===== config.mk =====
export PLATFORM = sky130hd
export DESIGN_NAME = osc_i2c_control_port
export DESIGN_NICKNAME = d
export VERILOG_FILES = /design/src/hw/osc_ctrl_pkg.sv /design/src/hw/pin_filter.sv /design/src/hw/lock_monitor.sv /design/src/hw/osc_i2c_control_port.sv
export SDC_FILE = /design/constraint.sdc
export NUM_CORES = 1
export LEC_CHECK = 0
export BUFFER_PORTS_ARGS = -buffer_cell sky130_fd_sc_hd__buf_2
export CELL_PAD_IN_SITES_DETAIL_PLACEMENT = 0
export CELL_PAD_IN_SITES_GLOBAL_PLACEMENT = 1
export CORE_MARGIN = 3
export CORE_UTILIZATION = 35
export DETAILED_ROUTE_END_ITERATION = 8
export GPL_ROUTABILITY_DRIVEN = 1
export MAX_ROUTING_LAYER = met4
export PLACE_DENSITY_LB_ADDON = 0.1
export REMOVE_ABC_BUFFERS = 1
export SYNTH_ARGS = -nofsm -noshare
export SYNTH_HDL_FRONTEND = slang
export SYNTH_SLANG_ARGS = --single-unit

===== constraint.sdc =====
create_clock -name i_sys_clk -period 4.6 [get_ports i_sys_clk]
set_clock_uncertainty 0.15 [all_clocks]
set_input_delay 1.15 -clock i_sys_clk [delete_from_list [all_inputs] [get_ports i_sys_clk]]
set_output_delay 1.15 -clock i_sys_clk [all_outputs]
set_load 0.05 [all_outputs]

===== src/hw/osc_ctrl_pkg.sv =====
package osc_ctrl_pkg;
	// timing, in ns and in system clock cycles
	localparam int SYS_CLK_NS = 100;
	localparam int GLITCH_NS = 50;
	localparam int GLITCH_CYC = (GLITCH_NS + SYS_CLK_NS - 1) / SYS_CLK_NS;
	localparam logic [3:0] GLITCH_RUN = 4'(GLITCH_CYC);
	localparam int CAP_STEP_NS = 1000;
	localparam int CAP_STEP_CYC = (CAP_STEP_NS + SYS_CLK_NS - 1) / SYS_CLK_NS;
	localparam logic [3:0] CAP_STEP_LAST = 4'(CAP_STEP_CYC - 1);

	localparam logic [6:0] TARGET_ADDR = 7'h59;
	localparam logic [3:0] ACK_SLOT = 4'h8;

	// register addresses
	localparam logic [7:0] REG_CAP_HI = 8'h10;
	localparam logic [7:0] REG_CAP_LO = 8'h11;
	localparam logic [7:0] REG_FORMAT = 8'h15;
	localparam logic [7:0] REG_DIV_HI = 8'h16;
	localparam logic [7:0] REG_DIV_LO = 8'h17;
	localparam logic [7:0] REG_NUM_2 = 8'h1B;
	localparam logic [7:0] REG_NUM_1 = 8'h1C;
	localparam logic [7:0] REG_NUM_0 = 8'h1D;
	localparam logic [7:0] REG_NVM_CNT = 8'h30;
	localparam logic [7:0] REG_NVM_CTRL = 8'h31;
	localparam logic [7:0] REG_IND_ADDR = 8'h33;
	localparam logic [7:0] REG_NVM_DATA = 8'h34;
	localparam logic [7:0] REG_SRAM_DATA = 8'h35;
	localparam logic [7:0] REG_NVM_KEY = 8'h38;
	localparam logic [7:0] REG_STATUS = 8'h42;

	// slots of the configuration array, shared by live, shadow and nvm
	localparam int NCFG = 8;
	localparam logic [2:0] IDX_CAP_HI = 3'h0;
	localparam logic [2:0] IDX_CAP_LO = 3'h1;
	localparam logic [2:0] IDX_FORMAT = 3'h2;
	localparam logic [2:0] IDX_DIV_HI = 3'h3;
	localparam logic [2:0] IDX_DIV_LO = 3'h4;
	localparam logic [2:0] IDX_NUM_2 = 3'h5;
	localparam logic [2:0] IDX_NUM_1 = 3'h6;
	localparam logic [2:0] IDX_NUM_0 = 3'h7;

	localparam int CTRL_NVM_PROG_BIT = 0;
	localparam int CTRL_SRAM_COPY_BIT = 6;
	localparam logic [7:0] NVM_KEY = 8'hBE;
	localparam int STAT_LOL_BIT = 0;
	localparam int STAT_CAL_BIT = 1;

	localparam logic [8:0] DIV_MIN = 9'h005;
	localparam logic [7:0] NVM_INIT [NCFG] = '{8'h00, 8'h00, 8'h00,
		8'h00, 8'h10, 8'h00, 8'h00, 8'h00};

	typedef enum logic [2:0] {
		ST_IDLE = 3'b000,
		ST_ADDR = 3'b001,
		ST_REG = 3'b011,
		ST_WDATA = 3'b010,
		ST_RDATA = 3'b110
	} i2c_state_t;
endpackage


===== src/hw/pin_filter.sv =====
`timescale 1ns/1ns
module pin_filter
	import osc_ctrl_pkg::*;
(
	input wire logic i_clk,
	input wire logic i_rst_n,
	input wire logic i_pin,
	output logic o_level
);
	logic meta_reg;
	logic sync_reg;
	logic level_reg;
	logic [3:0] run_reg;

	always_ff @(posedge i_clk or negedge i_rst_n) begin
		if (!i_rst_n) begin
			meta_reg <= 1'b1;
			sync_reg <= 1'b1;
		end else begin
			meta_reg <= i_pin;
			sync_reg <= meta_reg;
		end
	end

	// a new level must hold one sample longer than the longest glitch
	always_ff @(posedge i_clk or negedge i_rst_n) begin
		if (!i_rst_n) begin
			level_reg <= 1'b1;
			run_reg <= 4'h0;
		end else if (sync_reg == level_reg) begin
			run_reg <= 4'h0;
		end else if (run_reg == GLITCH_RUN) begin
			level_reg <= sync_reg;
			run_reg <= 4'h0;
		end else begin
			run_reg <= run_reg + 4'h1;
		end
	end

	assign o_level = level_reg;
endmodule


===== src/hw/lock_monitor.sv =====
`timescale 1ns/1ns
module lock_monitor
	import osc_ctrl_pkg::*;
(
	input wire logic i_clk,
	input wire logic i_rst_n,
	input wire logic i_ref,
	input wire logic i_fb,
	output logic o_slip
);
	logic [1:0] ref_sync_reg;
	logic [1:0] fb_sync_reg;
	logic ref_d_reg;
	logic fb_d_reg;
	logic signed [2:0] diff_reg;
	logic signed [2:0] diff_next;
	logic slip_reg;
	logic ref_edge;
	logic fb_edge;

	always_ff @(posedge i_clk or negedge i_rst_n) begin
		if (!i_rst_n) begin
			ref_sync_reg <= 2'h0;
			fb_sync_reg <= 2'h0;
			ref_d_reg <= 1'b0;
			fb_d_reg <= 1'b0;
		end else begin
			ref_sync_reg <= {ref_sync_reg[0], i_ref};
			fb_sync_reg <= {fb_sync_reg[0], i_fb};
			ref_d_reg <= ref_sync_reg[1];
			fb_d_reg <= fb_sync_reg[1];
		end
	end

	assign ref_edge = ref_sync_reg[1] & ~ref_d_reg;
	assign fb_edge = fb_sync_reg[1] & ~fb_d_reg;

	always_comb begin
		case ({ref_edge, fb_edge})
		2'b10: diff_next = diff_reg + 3'sd1;
		2'b01: diff_next = diff_reg - 3'sd1;
		default: diff_next = diff_reg;
		endcase
	end

	// edges are counted, not timed, so a slip of two cycles is caught
	always_ff @(posedge i_clk or negedge i_rst_n) begin
		if (!i_rst_n) begin
			diff_reg <= 3'sd0;
			slip_reg <= 1'b0;
		end else if (diff_next >= 3'sd2 || diff_next <= -3'sd2) begin
			diff_reg <= 3'sd0;
			slip_reg <= 1'b1;
		end else begin
			diff_reg <= diff_next;
			slip_reg <= 1'b0;
		end
	end

	assign o_slip = slip_reg;
endmodule


===== src/hw/osc_i2c_control_port.sv =====
`timescale 1ns/1ns
module osc_i2c_control_port
	import osc_ctrl_pkg::*;
(
	input wire logic i_sys_clk,
	input wire logic i_rst_n,
	input wire logic i_scl,
	input wire logic i_sda,
	output logic o_sda_out,
	output logic o_sda_oe,
	input wire logic i_ref_clk,
	input wire logic i_fb_clk,
	input wire logic i_cal_event,
	output logic [1:0] o_out_format,
	output logic [8:0] o_out_div,
	output logic [21:0] o_fb_num,
	output logic [15:0] o_load_cap,
	output logic o_div_clk,
	output logic o_lock_lost,
	output logic o_cal_flag
);
	logic scl_f;
	logic sda_f;
	logic scl_d_reg;
	logic sda_d_reg;
	logic scl_rise;
	logic scl_fall;
	logic start_c;
	logic stop_c;
	i2c_state_t state_reg;
	logic [3:0] cnt_reg;
	logic [7:0] shift_reg;
	logic [7:0] tx_reg;
	logic [7:0] ptr_reg;
	logic rw_reg;
	logic hack_reg;
	logic sda_oe_reg;
	logic wr_stb_reg;
	logic [7:0] wr_addr_reg;
	logic [7:0] wr_data_reg;
	logic rd_stb_reg;
	logic [7:0] rd_addr_reg;
	logic [7:0] rd_data;
	logic [3:0] wr_slot;
	logic boot_reg;
	logic [7:0] cfg_reg [NCFG];
	logic [7:0] sram_reg [NCFG];
	logic [7:0] nvm_reg [NCFG];
	logic [7:0] nvm_cnt_reg;
	logic [7:0] ind_addr_reg;
	logic [7:0] key_reg;
	logic ind_ok;
	logic ind_step;
	logic [1:0] format_reg;
	logic [8:0] div_reg;
	logic [8:0] div_cnt_reg;
	logic div_clk_reg;
	logic [21:0] num_reg;
	logic [15:0] cap_reg;
	logic [15:0] cap_target;
	logic [3:0] cap_tmr_reg;
	logic lol_reg;
	logic cal_reg;
	logic slip;
	logic clr_stat;
	logic skip_fall_reg;

	function automatic logic [3:0] cfg_slot(input logic [7:0] a);
		case (a)
		REG_CAP_HI: cfg_slot = {1'b1, IDX_CAP_HI};
		REG_CAP_LO: cfg_slot = {1'b1, IDX_CAP_LO};
		REG_FORMAT: cfg_slot = {1'b1, IDX_FORMAT};
		REG_DIV_HI: cfg_slot = {1'b1, IDX_DIV_HI};
		REG_DIV_LO: cfg_slot = {1'b1, IDX_DIV_LO};
		REG_NUM_2: cfg_slot = {1'b1, IDX_NUM_2};
		REG_NUM_1: cfg_slot = {1'b1, IDX_NUM_1};
		REG_NUM_0: cfg_slot = {1'b1, IDX_NUM_0};
		default: cfg_slot = 4'h0;
		endcase
	endfunction

	function automatic logic [7:0] rd_byte(input logic [7:0] a);
		logic [3:0] s;
		s = cfg_slot(a);
		if (s[3]) begin
			rd_byte = cfg_reg[s[2:0]];
		end else begin
			case (a)
			REG_STATUS: rd_byte = {6'h00, cal_reg, lol_reg};
			REG_NVM_CNT: rd_byte = nvm_cnt_reg;
			REG_IND_ADDR: rd_byte = ind_addr_reg;
			REG_NVM_KEY: rd_byte = key_reg;
			REG_NVM_DATA: rd_byte = ind_ok ? nvm_reg[ind_addr_reg[2:0]] : 8'h00;
			REG_SRAM_DATA: rd_byte = ind_ok ? sram_reg[ind_addr_reg[2:0]] : 8'h00;
			default: rd_byte = 8'h00;
			endcase
		end
	endfunction

	pin_filter u_scl_filter (
		.i_clk(i_sys_clk),
		.i_rst_n(i_rst_n),
		.i_pin(i_scl),
		.o_level(scl_f)
	);

	pin_filter u_sda_filter (
		.i_clk(i_sys_clk),
		.i_rst_n(i_rst_n),
		.i_pin(i_sda),
		.o_level(sda_f)
	);

	lock_monitor u_lock_monitor (
		.i_clk(i_sys_clk),
		.i_rst_n(i_rst_n),
		.i_ref(i_ref_clk),
		.i_fb(i_fb_clk),
		.o_slip(slip)
	);

	always_ff @(posedge i_sys_clk or negedge i_rst_n) begin
		if (!i_rst_n) begin
			scl_d_reg <= 1'b1;
			sda_d_reg <= 1'b1;
		end else begin
			scl_d_reg <= scl_f;
			sda_d_reg <= sda_f;
		end
	end

	// filtered levels are sampled at 10 MHz, enough for fast mode
	assign scl_rise = scl_f & ~scl_d_reg;
	assign scl_fall = ~scl_f & scl_d_reg;
	assign start_c = scl_f & scl_d_reg & sda_d_reg & ~sda_f;
	assign stop_c = scl_f & scl_d_reg & ~sda_d_reg & sda_f;
	// a process, not an assign, so status and register changes are seen too
	always_comb begin
		rd_data = rd_byte(ptr_reg);
	end
	assign wr_slot = cfg_slot(wr_addr_reg);
	assign ind_ok = (ind_addr_reg[7:3] == 5'h00);

	always_ff @(posedge i_sys_clk or negedge i_rst_n) begin
		if (!i_rst_n) begin
			state_reg <= ST_IDLE;
			cnt_reg <= 4'h0;
			shift_reg <= 8'h00;
			tx_reg <= 8'h00;
			ptr_reg <= 8'h00;
			rw_reg <= 1'b0;
			hack_reg <= 1'b0;
			sda_oe_reg <= 1'b0;
			wr_stb_reg <= 1'b0;
			wr_addr_reg <= 8'h00;
			wr_data_reg <= 8'h00;
			rd_stb_reg <= 1'b0;
			rd_addr_reg <= 8'h00;
			skip_fall_reg <= 1'b0;
		end else begin
			wr_stb_reg <= 1'b0;
			rd_stb_reg <= 1'b0;
			if (stop_c) begin
				state_reg <= ST_IDLE;
				sda_oe_reg <= 1'b0;
			end else if (start_c) begin
				// a repeated start keeps the register pointer
				state_reg <= ST_ADDR;
				cnt_reg <= 4'h0;
				sda_oe_reg <= 1'b0;
				skip_fall_reg <= 1'b1;
			end else if (state_reg != ST_IDLE) begin
				if (scl_rise) begin
					if (cnt_reg == ACK_SLOT) begin
						hack_reg <= ~sda_f;
					end else begin
						shift_reg <= {shift_reg[6:0], sda_f};
					end
				end
				// the scl fall that closes a start carries no bit
				if (scl_fall && skip_fall_reg) begin
					skip_fall_reg <= 1'b0;
				end else if (scl_fall) begin
					if (cnt_reg < 4'h7) begin
						cnt_reg <= cnt_reg + 4'h1;
						if (state_reg == ST_RDATA) begin
							sda_oe_reg <= ~tx_reg[3'h6 - cnt_reg[2:0]];
						end
					end else if (cnt_reg == 4'h7) begin
						cnt_reg <= ACK_SLOT;
						case (state_reg)
						ST_ADDR: begin
							if (shift_reg[7:1] == TARGET_ADDR) begin
								sda_oe_reg <= 1'b1;
								rw_reg <= shift_reg[0];
							end else begin
								state_reg <= ST_IDLE;
							end
						end
						ST_REG: begin
							sda_oe_reg <= 1'b1;
							ptr_reg <= shift_reg;
						end
						ST_WDATA: begin
							sda_oe_reg <= 1'b1;
							wr_stb_reg <= 1'b1;
							wr_addr_reg <= ptr_reg;
							wr_data_reg <= shift_reg;
							ptr_reg <= ptr_reg + 8'h01;
						end
						ST_RDATA: begin
							sda_oe_reg <= 1'b0;
							rd_stb_reg <= 1'b1;
							rd_addr_reg <= ptr_reg;
							ptr_reg <= ptr_reg + 8'h01;
						end
						default: state_reg <= ST_IDLE;
						endcase
					end else begin
						cnt_reg <= 4'h0;
						sda_oe_reg <= 1'b0;
						case (state_reg)
						ST_ADDR: begin
							if (rw_reg) begin
								state_reg <= ST_RDATA;
								tx_reg <= rd_data;
								sda_oe_reg <= ~rd_data[7];
							end else begin
								state_reg <= ST_REG;
							end
						end
						ST_REG: state_reg <= ST_WDATA;
						ST_WDATA: state_reg <= ST_WDATA;
						ST_RDATA: begin
							if (hack_reg) begin
								tx_reg <= rd_data;
								sda_oe_reg <= ~rd_data[7];
							end else begin
								state_reg <= ST_IDLE;
							end
						end
						default: state_reg <= ST_IDLE;
						endcase
					end
				end
			end
		end
	end

	always_ff @(posedge i_sys_clk or negedge i_rst_n) begin
		if (!i_rst_n) begin
			boot_reg <= 1'b1;
		end else begin
			boot_reg <= 1'b0;
		end
	end

	// live registers: nvm image first, then host writes by slot
	always_ff @(posedge i_sys_clk or negedge i_rst_n) begin
		if (!i_rst_n) begin
			for (int i = 0; i < NCFG; i++) begin
				cfg_reg[i] <= 8'h00;
			end
		end else if (boot_reg) begin
			for (int i = 0; i < NCFG; i++) begin
				cfg_reg[i] <= nvm_reg[i];
			end
		end else if (wr_stb_reg && wr_slot[3]) begin
			cfg_reg[wr_slot[2:0]] <= wr_data_reg;
		end
	end

	// outputs change only on a completed, valid update
	always_ff @(posedge i_sys_clk or negedge i_rst_n) begin
		if (!i_rst_n) begin
			format_reg <= 2'h0;
			div_reg <= DIV_MIN;
			num_reg <= 22'h000000;
		end else if (boot_reg) begin
			format_reg <= nvm_reg[IDX_FORMAT][1:0];
			div_reg <= {nvm_reg[IDX_DIV_HI][0], nvm_reg[IDX_DIV_LO]};
			num_reg <= {nvm_reg[IDX_NUM_2][5:0], nvm_reg[IDX_NUM_1],
				nvm_reg[IDX_NUM_0]};
		end else if (wr_stb_reg) begin
			case (wr_addr_reg)
			REG_FORMAT: format_reg <= wr_data_reg[1:0];
			REG_DIV_LO: begin
				if ({cfg_reg[IDX_DIV_HI][0], wr_data_reg} >= DIV_MIN) begin
					div_reg <= {cfg_reg[IDX_DIV_HI][0], wr_data_reg};
				end
			end
			REG_NUM_0: num_reg <= {cfg_reg[IDX_NUM_2][5:0],
				cfg_reg[IDX_NUM_1], wr_data_reg};
			default: num_reg <= num_reg;
			endcase
		end
	end

	always_ff @(posedge i_sys_clk or negedge i_rst_n) begin
		if (!i_rst_n) begin
			div_cnt_reg <= 9'h000;
			div_clk_reg <= 1'b0;
		end else begin
			if (div_cnt_reg >= div_reg - 9'h001) begin
				div_cnt_reg <= 9'h000;
			end else begin
				div_cnt_reg <= div_cnt_reg + 9'h001;
			end
			div_clk_reg <= (div_cnt_reg < {1'b0, div_reg[8:1]});
		end
	end

	// one code step per interval so the frequency never overshoots
	assign cap_target = {cfg_reg[IDX_CAP_HI], cfg_reg[IDX_CAP_LO]};
	always_ff @(posedge i_sys_clk or negedge i_rst_n) begin
		if (!i_rst_n) begin
			cap_reg <= 16'h0000;
			cap_tmr_reg <= 4'h0;
		end else if (cap_tmr_reg != CAP_STEP_LAST) begin
			cap_tmr_reg <= cap_tmr_reg + 4'h1;
		end else begin
			cap_tmr_reg <= 4'h0;
			if (cap_reg < cap_target) begin
				cap_reg <= cap_reg + 16'h0001;
			end else if (cap_reg > cap_target) begin
				cap_reg <= cap_reg - 16'h0001;
			end
		end
	end

	// a new event wins over the clear of the read that just ended
	assign clr_stat = rd_stb_reg && (rd_addr_reg == REG_STATUS);
	always_ff @(posedge i_sys_clk or negedge i_rst_n) begin
		if (!i_rst_n) begin
			lol_reg <= 1'b0;
			cal_reg <= 1'b0;
		end else begin
			lol_reg <= slip | (lol_reg & ~clr_stat);
			cal_reg <= i_cal_event | (cal_reg & ~clr_stat);
		end
	end

	assign ind_step = (wr_stb_reg && wr_addr_reg == REG_SRAM_DATA) ||
		(rd_stb_reg && (rd_addr_reg == REG_SRAM_DATA ||
		rd_addr_reg == REG_NVM_DATA));

	always_ff @(posedge i_sys_clk or negedge i_rst_n) begin
		if (!i_rst_n) begin
			ind_addr_reg <= 8'h00;
			key_reg <= 8'h00;
		end else begin
			if (wr_stb_reg && wr_addr_reg == REG_IND_ADDR) begin
				ind_addr_reg <= wr_data_reg;
			end else if (ind_step) begin
				ind_addr_reg <= ind_addr_reg + 8'h01;
			end
			if (wr_stb_reg && wr_addr_reg == REG_NVM_KEY) begin
				key_reg <= wr_data_reg;
			end
		end
	end

	always_ff @(posedge i_sys_clk or negedge i_rst_n) begin
		if (!i_rst_n) begin
			for (int i = 0; i < NCFG; i++) begin
				sram_reg[i] <= 8'h00;
			end
		end else if (wr_stb_reg && wr_addr_reg == REG_NVM_CTRL &&
			wr_data_reg[CTRL_SRAM_COPY_BIT]) begin
			for (int i = 0; i < NCFG; i++) begin
				sram_reg[i] <= cfg_reg[i];
			end
		end else if (wr_stb_reg && wr_addr_reg == REG_SRAM_DATA && ind_ok) begin
			sram_reg[ind_addr_reg[2:0]] <= wr_data_reg;
		end
	end

	// programming is refused unless the key byte is in place
	always_ff @(posedge i_sys_clk or negedge i_rst_n) begin
		if (!i_rst_n) begin
			for (int i = 0; i < NCFG; i++) begin
				nvm_reg[i] <= NVM_INIT[i];
			end
			nvm_cnt_reg <= 8'h00;
		end else if (wr_stb_reg && wr_addr_reg == REG_NVM_CTRL &&
			wr_data_reg[CTRL_NVM_PROG_BIT] && key_reg == NVM_KEY) begin
			for (int i = 0; i < NCFG; i++) begin
				nvm_reg[i] <= sram_reg[i];
			end
			nvm_cnt_reg <= nvm_cnt_reg + 8'h01;
		end
	end

	assign o_sda_out = 1'b0;
	assign o_sda_oe = sda_oe_reg;
	assign o_out_format = format_reg;
	assign o_out_div = div_reg;
	assign o_fb_num = num_reg;
	assign o_load_cap = cap_reg;
	assign o_div_clk = div_clk_reg;
	assign o_lock_lost = lol_reg;
	assign o_cal_flag = cal_reg;
endmodule


==> results.toml, run 1 <==
[place]
gp_congestion = 0.916
placed_cells = 2796
port_buffers = 59
hpwl_mm = 48.1
pre_cts_ws_ps = 467
postPlaceCellArea_mm2 = 0.0212

[sta]
fin_ws_ps = 504
hold_violations = 0
rsz0062_at_grt = "no"
setup_viol = 0
finalCritPeriodShare = 0.890
max_slew.worst_pin.slew_ps = 993
fin_setup_tns_ps = 0
timing.fmax_mhz = 244
layout_min_cycle_time_ps = 4100
maxSlewViolCount = 0
slew_headroom = 0.338

[yosys]
ys_seq_area_frac = 0.465
yosys_register_bits = 369
async_reset_ff_frac = 1.00
synth-edff-count = 0
yosysTopAreaCell = "dfrtp_1"
synth.avg_cell_area_um2 = 9.69
synth_area_leaders = "dfrtp_1, mux2i_1, nand2_1"
synthDistinctLibCells = 83
netlist.area_leader.share = 0.449
yosys_most_used_dff = "dfrtp_1"
syn_inst = 2052
yosys_warnings = 0
synth_area_mm2 = 0.0199

[grt]
track_usage = 0.239
grt_pass1_vias = 15800
grt_pass1_wl_mm = 106
grt_overflow = 0
antenna_found_initial = 0
grt_max_degree = 93

[power_and_ir_drop]
combPwrFrac = 0.120
power.share.clock = 0.447
intPower_w = 0.00613
netSwitchingFraction = 0.280
power_leakage_nw = 10.5
irDropWorstVdd_mv = 0.246
p_seq_frac = 0.434
p_total_w = 0.00851
p_per_area_mw_per_mm2 = 374
p_sw_w = 0.00238

[clocking]
cts_sinks = 369
cts_buffer_depth = 3
cts_resized = 0
insertion_delay_ps = 600
cts_tree = "done"
hold_buffers = 0
numCtsBuffers = 45
cts-root-buf = "clkbuf_16"
clkTransAtPathRegs_ps = 60
htreeDepth = 2
cts_setup_buffers = 0

[worst_setup_path]
required_ps = 4960
critical_path.top_delay_family = "compound AO/OA/AOI/OAI gates"
cp-start-kind = "flop"
worstSetupEndpointType = "flop"
cp_max_fo = 18
critPathSlowestCell = "o41ai_2"
worst_ep_arrival_time_ps = 4460
max_stage_delay_ps = 440
worst-path-buf-inv = 2
crit_chain = "inv_1 -> ha_1 -> a21o_1 -> a21o_1 -> a221oi_1 -> o31ai_2 -> buf_4 -> ha_1 -> a211o_1 -> a211oi_1 -> nor3_1 -> o41ai_2 -> o21ai_0 -> or3_1 -> nand4_1"
worstSetupPathType = "reg2reg"

[finish]
seq_area_mm2 = 0.00925
syn_to_final_growth_pct = 14.4
final_common_cell = "nand2_1"
fillers = 5517
final_cell_mix = "nand2_1, dfrtp_1, mux2i_1, o21ai_0, nor2_1"
layout.cells.non_filler = 2878
nNetsFinal = 2172
final_cell_area_mm2 = 0.0227
diodes = 0
drive_gt1_frac = 0.147
multi_input_area_mm2 = 0.00998

[drt]
wl_met2_mm = 30.6
top_layer = "met4"
detail-route-antenna-nets = 0
firstDrtPassIters = 5
wl_met1_mm = 33.2
wl_met3_mm = 3.17
drc = 0
drt-initial-drc-count = 1164
avgRoutedWirePerCell_um = 23.9
route.vias.total = 15800
wirelength_mm = 68.9
vias_per_cell = 5.50

[worst_hold_path]
hp-class = "reg2reg"

[job]
max-cap-violations = 0

[die]
io_pins = 61
rows = 86
initial_core_util = 0.357
core_mm2 = 0.0556
die_y_um = 244
die_w_um = 244
die_area_mm2 = 0.0597

[outcome]
status = "finished, final reports clean"
-- cells by family after synthesis --
family | count (synthesis) | synth area share
and+or+nand+nor | 713 | 0.162
buffers and inverters | 172 | 0.0347
adders and majority gates | 70 | 0.0448
other | 1 | 0.000189
xor gates and xnor gates | 50 | 0.0220
DFF | 369 | 0.465
AOI/OAI and AO/OA | 432 | 0.135
muxes | 245 | 0.136
-- cells in the mapped netlist, drive strengths merged (14+ instances only) --
library cell	number
nand2	409
dfrtp	357
mux2i	167
nor2	139
o21ai	138
a21oi	106
clkbuf	100
ha	68
mux2	65
inv	49
a31oi	36
xnor2	30
a21o	27
nand3	27
nand4	27
buf	22
xor2	20
nor3	17
a22o	16
a221oi	15
o22ai	14
-- worst reg2reg max path, cell delays in order (launching register included) --
cell and delay (ps):
dfrtp_1 410, inv_1 60, ha_1 290, a21o_1 170
a21o_1 170, a221oi_1 320, o31ai_2 110, buf_4 230
ha_1 310, a211o_1 320, a211oi_1 290, nor3_1 130
o41ai_2 440, o21ai_0 190, or3_1 370, nand4_1 90
-- power by group through the flow --
stage	registers, W	clock network, W	logic, W
final	0.00369	0.00380	0.00102
after global routing	0.00373	0.00403	0.00116
after CTS	0.00370	0.00390	0.00103
after detailed placement	0.00375	0	0.00103
after global placement	0.00375	0	0.00101
after floorplan	0.00376	0	0.000630
-- per-stage QoR --
step                       util  hold slack, ps
after global routing      0.409             209
after floorplan               -             181
final                     0.409             197
after detailed placement  0.380             187
after CTS                 0.409             200
after global placement    0.380             186
-- final timing paths --
path / startpoint / slack (ps) / end / cells after the start
worst max-delay path: cap_target[13] / 500 / o_load_cap[15] / 15
worst min-delay path: u_lock_monitor.ref_sync_reg[0] / 200 / u_lock_monitor.ref_sync_reg[1] / 0
worst max register to register: cap_target[13] / 500 / o_load_cap[15] / 15
worst min register to register: u_lock_monitor.ref_sync_reg[0] / 200 / u_lock_monitor.ref_sync_reg[1] / 0
max in group asynchronous: i_rst_n / 2870 / o_fb_num[3] / 2
min in group asynchronous: i_rst_n / 490 / o_load_cap[6] / 1
-- layout make-up --
class                   instances  area share
multi-input cells            1512       0.439
clock inverters                14     0.00919
clock buffers                  68      0.0600
flip-flops and latches        369       0.407
repair buffers                117      0.0353
well taps                     748      0.0412
inverters                      50     0.00831
-- routing by layer --
layer,track usage,vias up
met1,0.337,7995
met4,0.0713,0
met3,0.0284,105
met2,0.359,402
met5,-,-
li1,-,7341
Note: power is estimated with default switching activity, not from simulation.
==> inputs of run 2 (changes only) <==
--- a/config.mk
+++ b/config.mk
@@ -15,5 +15,4 @@
 export MAX_ROUTING_LAYER = met4
 export PLACE_DENSITY_LB_ADDON = 0.1
-export REMOVE_ABC_BUFFERS = 1
 export SYNTH_ARGS = -nofsm -noshare
 export SYNTH_HDL_FRONTEND = slang
--- a/constraint.sdc
+++ b/constraint.sdc
@@ -3,3 +3,3 @@
 set_input_delay 1.15 -clock i_sys_clk [delete_from_list [all_inputs] [get_ports i_sys_clk]]
 set_output_delay 1.15 -clock i_sys_clk [all_outputs]
-set_load 0.05 [all_outputs]
+set_load 0.1 [all_outputs]
==> run 2 against run 1 <==
  * Routed wire length down 2.3%
  * Sequential power about the same
  * Critical endpoint unchanged
  * Combinational power rose by 9%
  * First-iteration DRC count rose by 7.4%
  * Critical path depth decreased by 1
  * Highest routed layer unchanged
  * Final area is 1.4% lower
  * Register-to-register slack lost 180 ps
==> results.toml, run 2 (synthesis results as in run 1) <==
[die]
initial_core_util = 0.357
die_area_mm2 = 0.0597
io_pins = 61
die_y_um = 244
core_mm2 = 0.0556
die_w_um = 244
rows = 86

[grt]
grt_overflow = 0
antenna_found_initial = 1
grt_max_degree = 99
grt_pass1_wl_mm = 103
grt_pass1_vias = 15300
track_usage = 0.233

[sta]
fin_setup_tns_ps = 0
timing.fmax_mhz = 234
finalCritPeriodShare = 0.930
max_slew.worst_pin.slew_ps = 1050
hold_violations = 0
maxSlewViolCount = 0
rsz0062_at_grt = "no"
slew_headroom = 0.296
hold_ws_ps = 196
setup_viol = 0
fin_ws_ps = 322
layout_min_cycle_time_ps = 4280

[finish]
final_cell_mix = "nand2_1, dfrtp_1, mux2i_1, o21ai_0, nor2_1"
fillers = 5477
drive_gt1_frac = 0.137
seq_area_mm2 = 0.00925
nNetsFinal = 2157
syn_to_final_growth_pct = 12.7
final_cell_area_mm2 = 0.0224
final_common_cell = "nand2_1"
multi_input_area_mm2 = 0.00998

[power_and_ir_drop]
p_seq_frac = 0.450
netSwitchingFraction = 0.291
combPwrFrac = 0.135
irDropWorstVdd_mv = 0.216
p_per_area_mw_per_mm2 = 367
power.share.clock = 0.415
intPower_w = 0.00584
p_sw_w = 0.00239
power_leakage_nw = 10.3

[clocking]
cts_resized = 0
insertion_delay_ps = 570
cts_sinks = 369
clkTransAtPathRegs_ps = 60
cts-root-buf = "clkbuf_16"
htreeDepth = 2
cts_buffer_depth = 3
cts_setup_buffers = 0
cts_tree = "done"
hold_buffers = 0
numCtsBuffers = 45

[outcome]
status = "finished, final reports clean"

[worst_hold_path]
holdPathEnd = "u_lock_monitor.fb_sync_reg[1]"
worstHoldPathCells = 0
hp-class = "reg2reg"
worstHoldStart = "u_lock_monitor.fb_sync_reg[0]"

[worst_setup_path]
r2r_slack_ps = 320
worst-path-buf-inv = 1
worst_ep_arrival_time_ps = 4610
required_ps = 4940
crit_chain = "inv_1 -> ha_1 -> a21o_1 -> a21o_1 -> a221oi_1 -> o31ai_4 -> ha_1 -> a211o_1 -> a211oi_1 -> nor3_1 -> o41ai_2 -> o21ai_0 -> or3_1 -> nand4_1"
critical_path.top_delay_family = "compound AO/OA/AOI/OAI gates"
cp_max_fo = 9
timing.rr.start = "cap_target[13]"
max_stage_delay_ps = 470
critPathSlowestCell = "a221oi_1"
worstRegToRegCells = 14
worst-path-stages = 14
timing.rr.end = "o_load_cap[15]"
worstSetupEndpointType = "flop"
worstSetupPathType = "reg2reg"
cp-start-kind = "flop"

[drt]
vias_per_cell = 5.44
firstDrtPassIters = 5
detail-route-antenna-nets = 0
drt-initial-drc-count = 1250
avgRoutedWirePerCell_um = 23.5
route.vias.total = 15500
drc = 0
wirelength_mm = 67.3

[place]
postPlaceCellArea_mm2 = 0.0210
hpwl_mm = 46.5
pre_cts_ws_ps = 413
gp_congestion = 0.877
port_buffers = 59

[job]
max-cap-violations = 0
==> run 2: power groups by stage <==
stage / combinational (W) / clock (W) / sequential, W
6_report: 0.00111 / 0.00342 / 0.00370
3_5_place_dp: 0.00112 / 0 / 0.00376
5_1_grt: 0.00125 / 0.00365 / 0.00374
4_1_cts: 0.00113 / 0.00351 / 0.00370
3_3_place_gp: 0.00111 / 0 / 0.00375
2_1_floorplan: 0.000672 / 0 / 0.00385
==> run 2: worst max-delay path by stage <==
stage / startpoint / to / slack, ps
after floorplan: o_load_cap[13] / o_load_cap[15] / 190
after global placement: cap_target[13] / o_load_cap[15] / 410
after detailed placement: cap_target[13] / o_load_cap[15] / 410
after CTS: cap_target[13] / o_load_cap[15] / 320
after global routing: cap_target[13] / o_load_cap[15] / 40
final: cap_target[13] / o_load_cap[15] / 320
==> run 2: layer usage <==
layer  global-route usage  vias up  wire length (um)
li1                     -     7323                 -
met1                0.330     7769             32200
met2                0.351      363             30400
met3               0.0332       90              3170
met4               0.0601        0              1560
met5                    -        -                 0
==> run 2: metrics by stage <==
stage | total power, W | utilization | instances
after floorplan | 0.00452 | - | 2053
after global placement | 0.00486 | 0.378 | 2781
after detailed placement | 0.00488 | 0.378 | 2781
after CTS | 0.00835 | 0.403 | 2858
after global routing | 0.00864 | 0.403 | 2859
final | 0.00823 | 0.403 | 2859
==> run 2: final cells by class <==
| type | instances | area share |
|---|---|---|
| multi-input combinational | 1512 | 0.445 |
| sequential | 369 | 0.413 |
| clock buffer | 67 | 0.0580 |
| tap | 748 | 0.0418 |
| timing repair buffer | 102 | 0.0303 |
| inverter | 50 | 0.00837 |
| clock inverter | 10 | 0.00335 |
| antenna | 1 | 0.000112 |
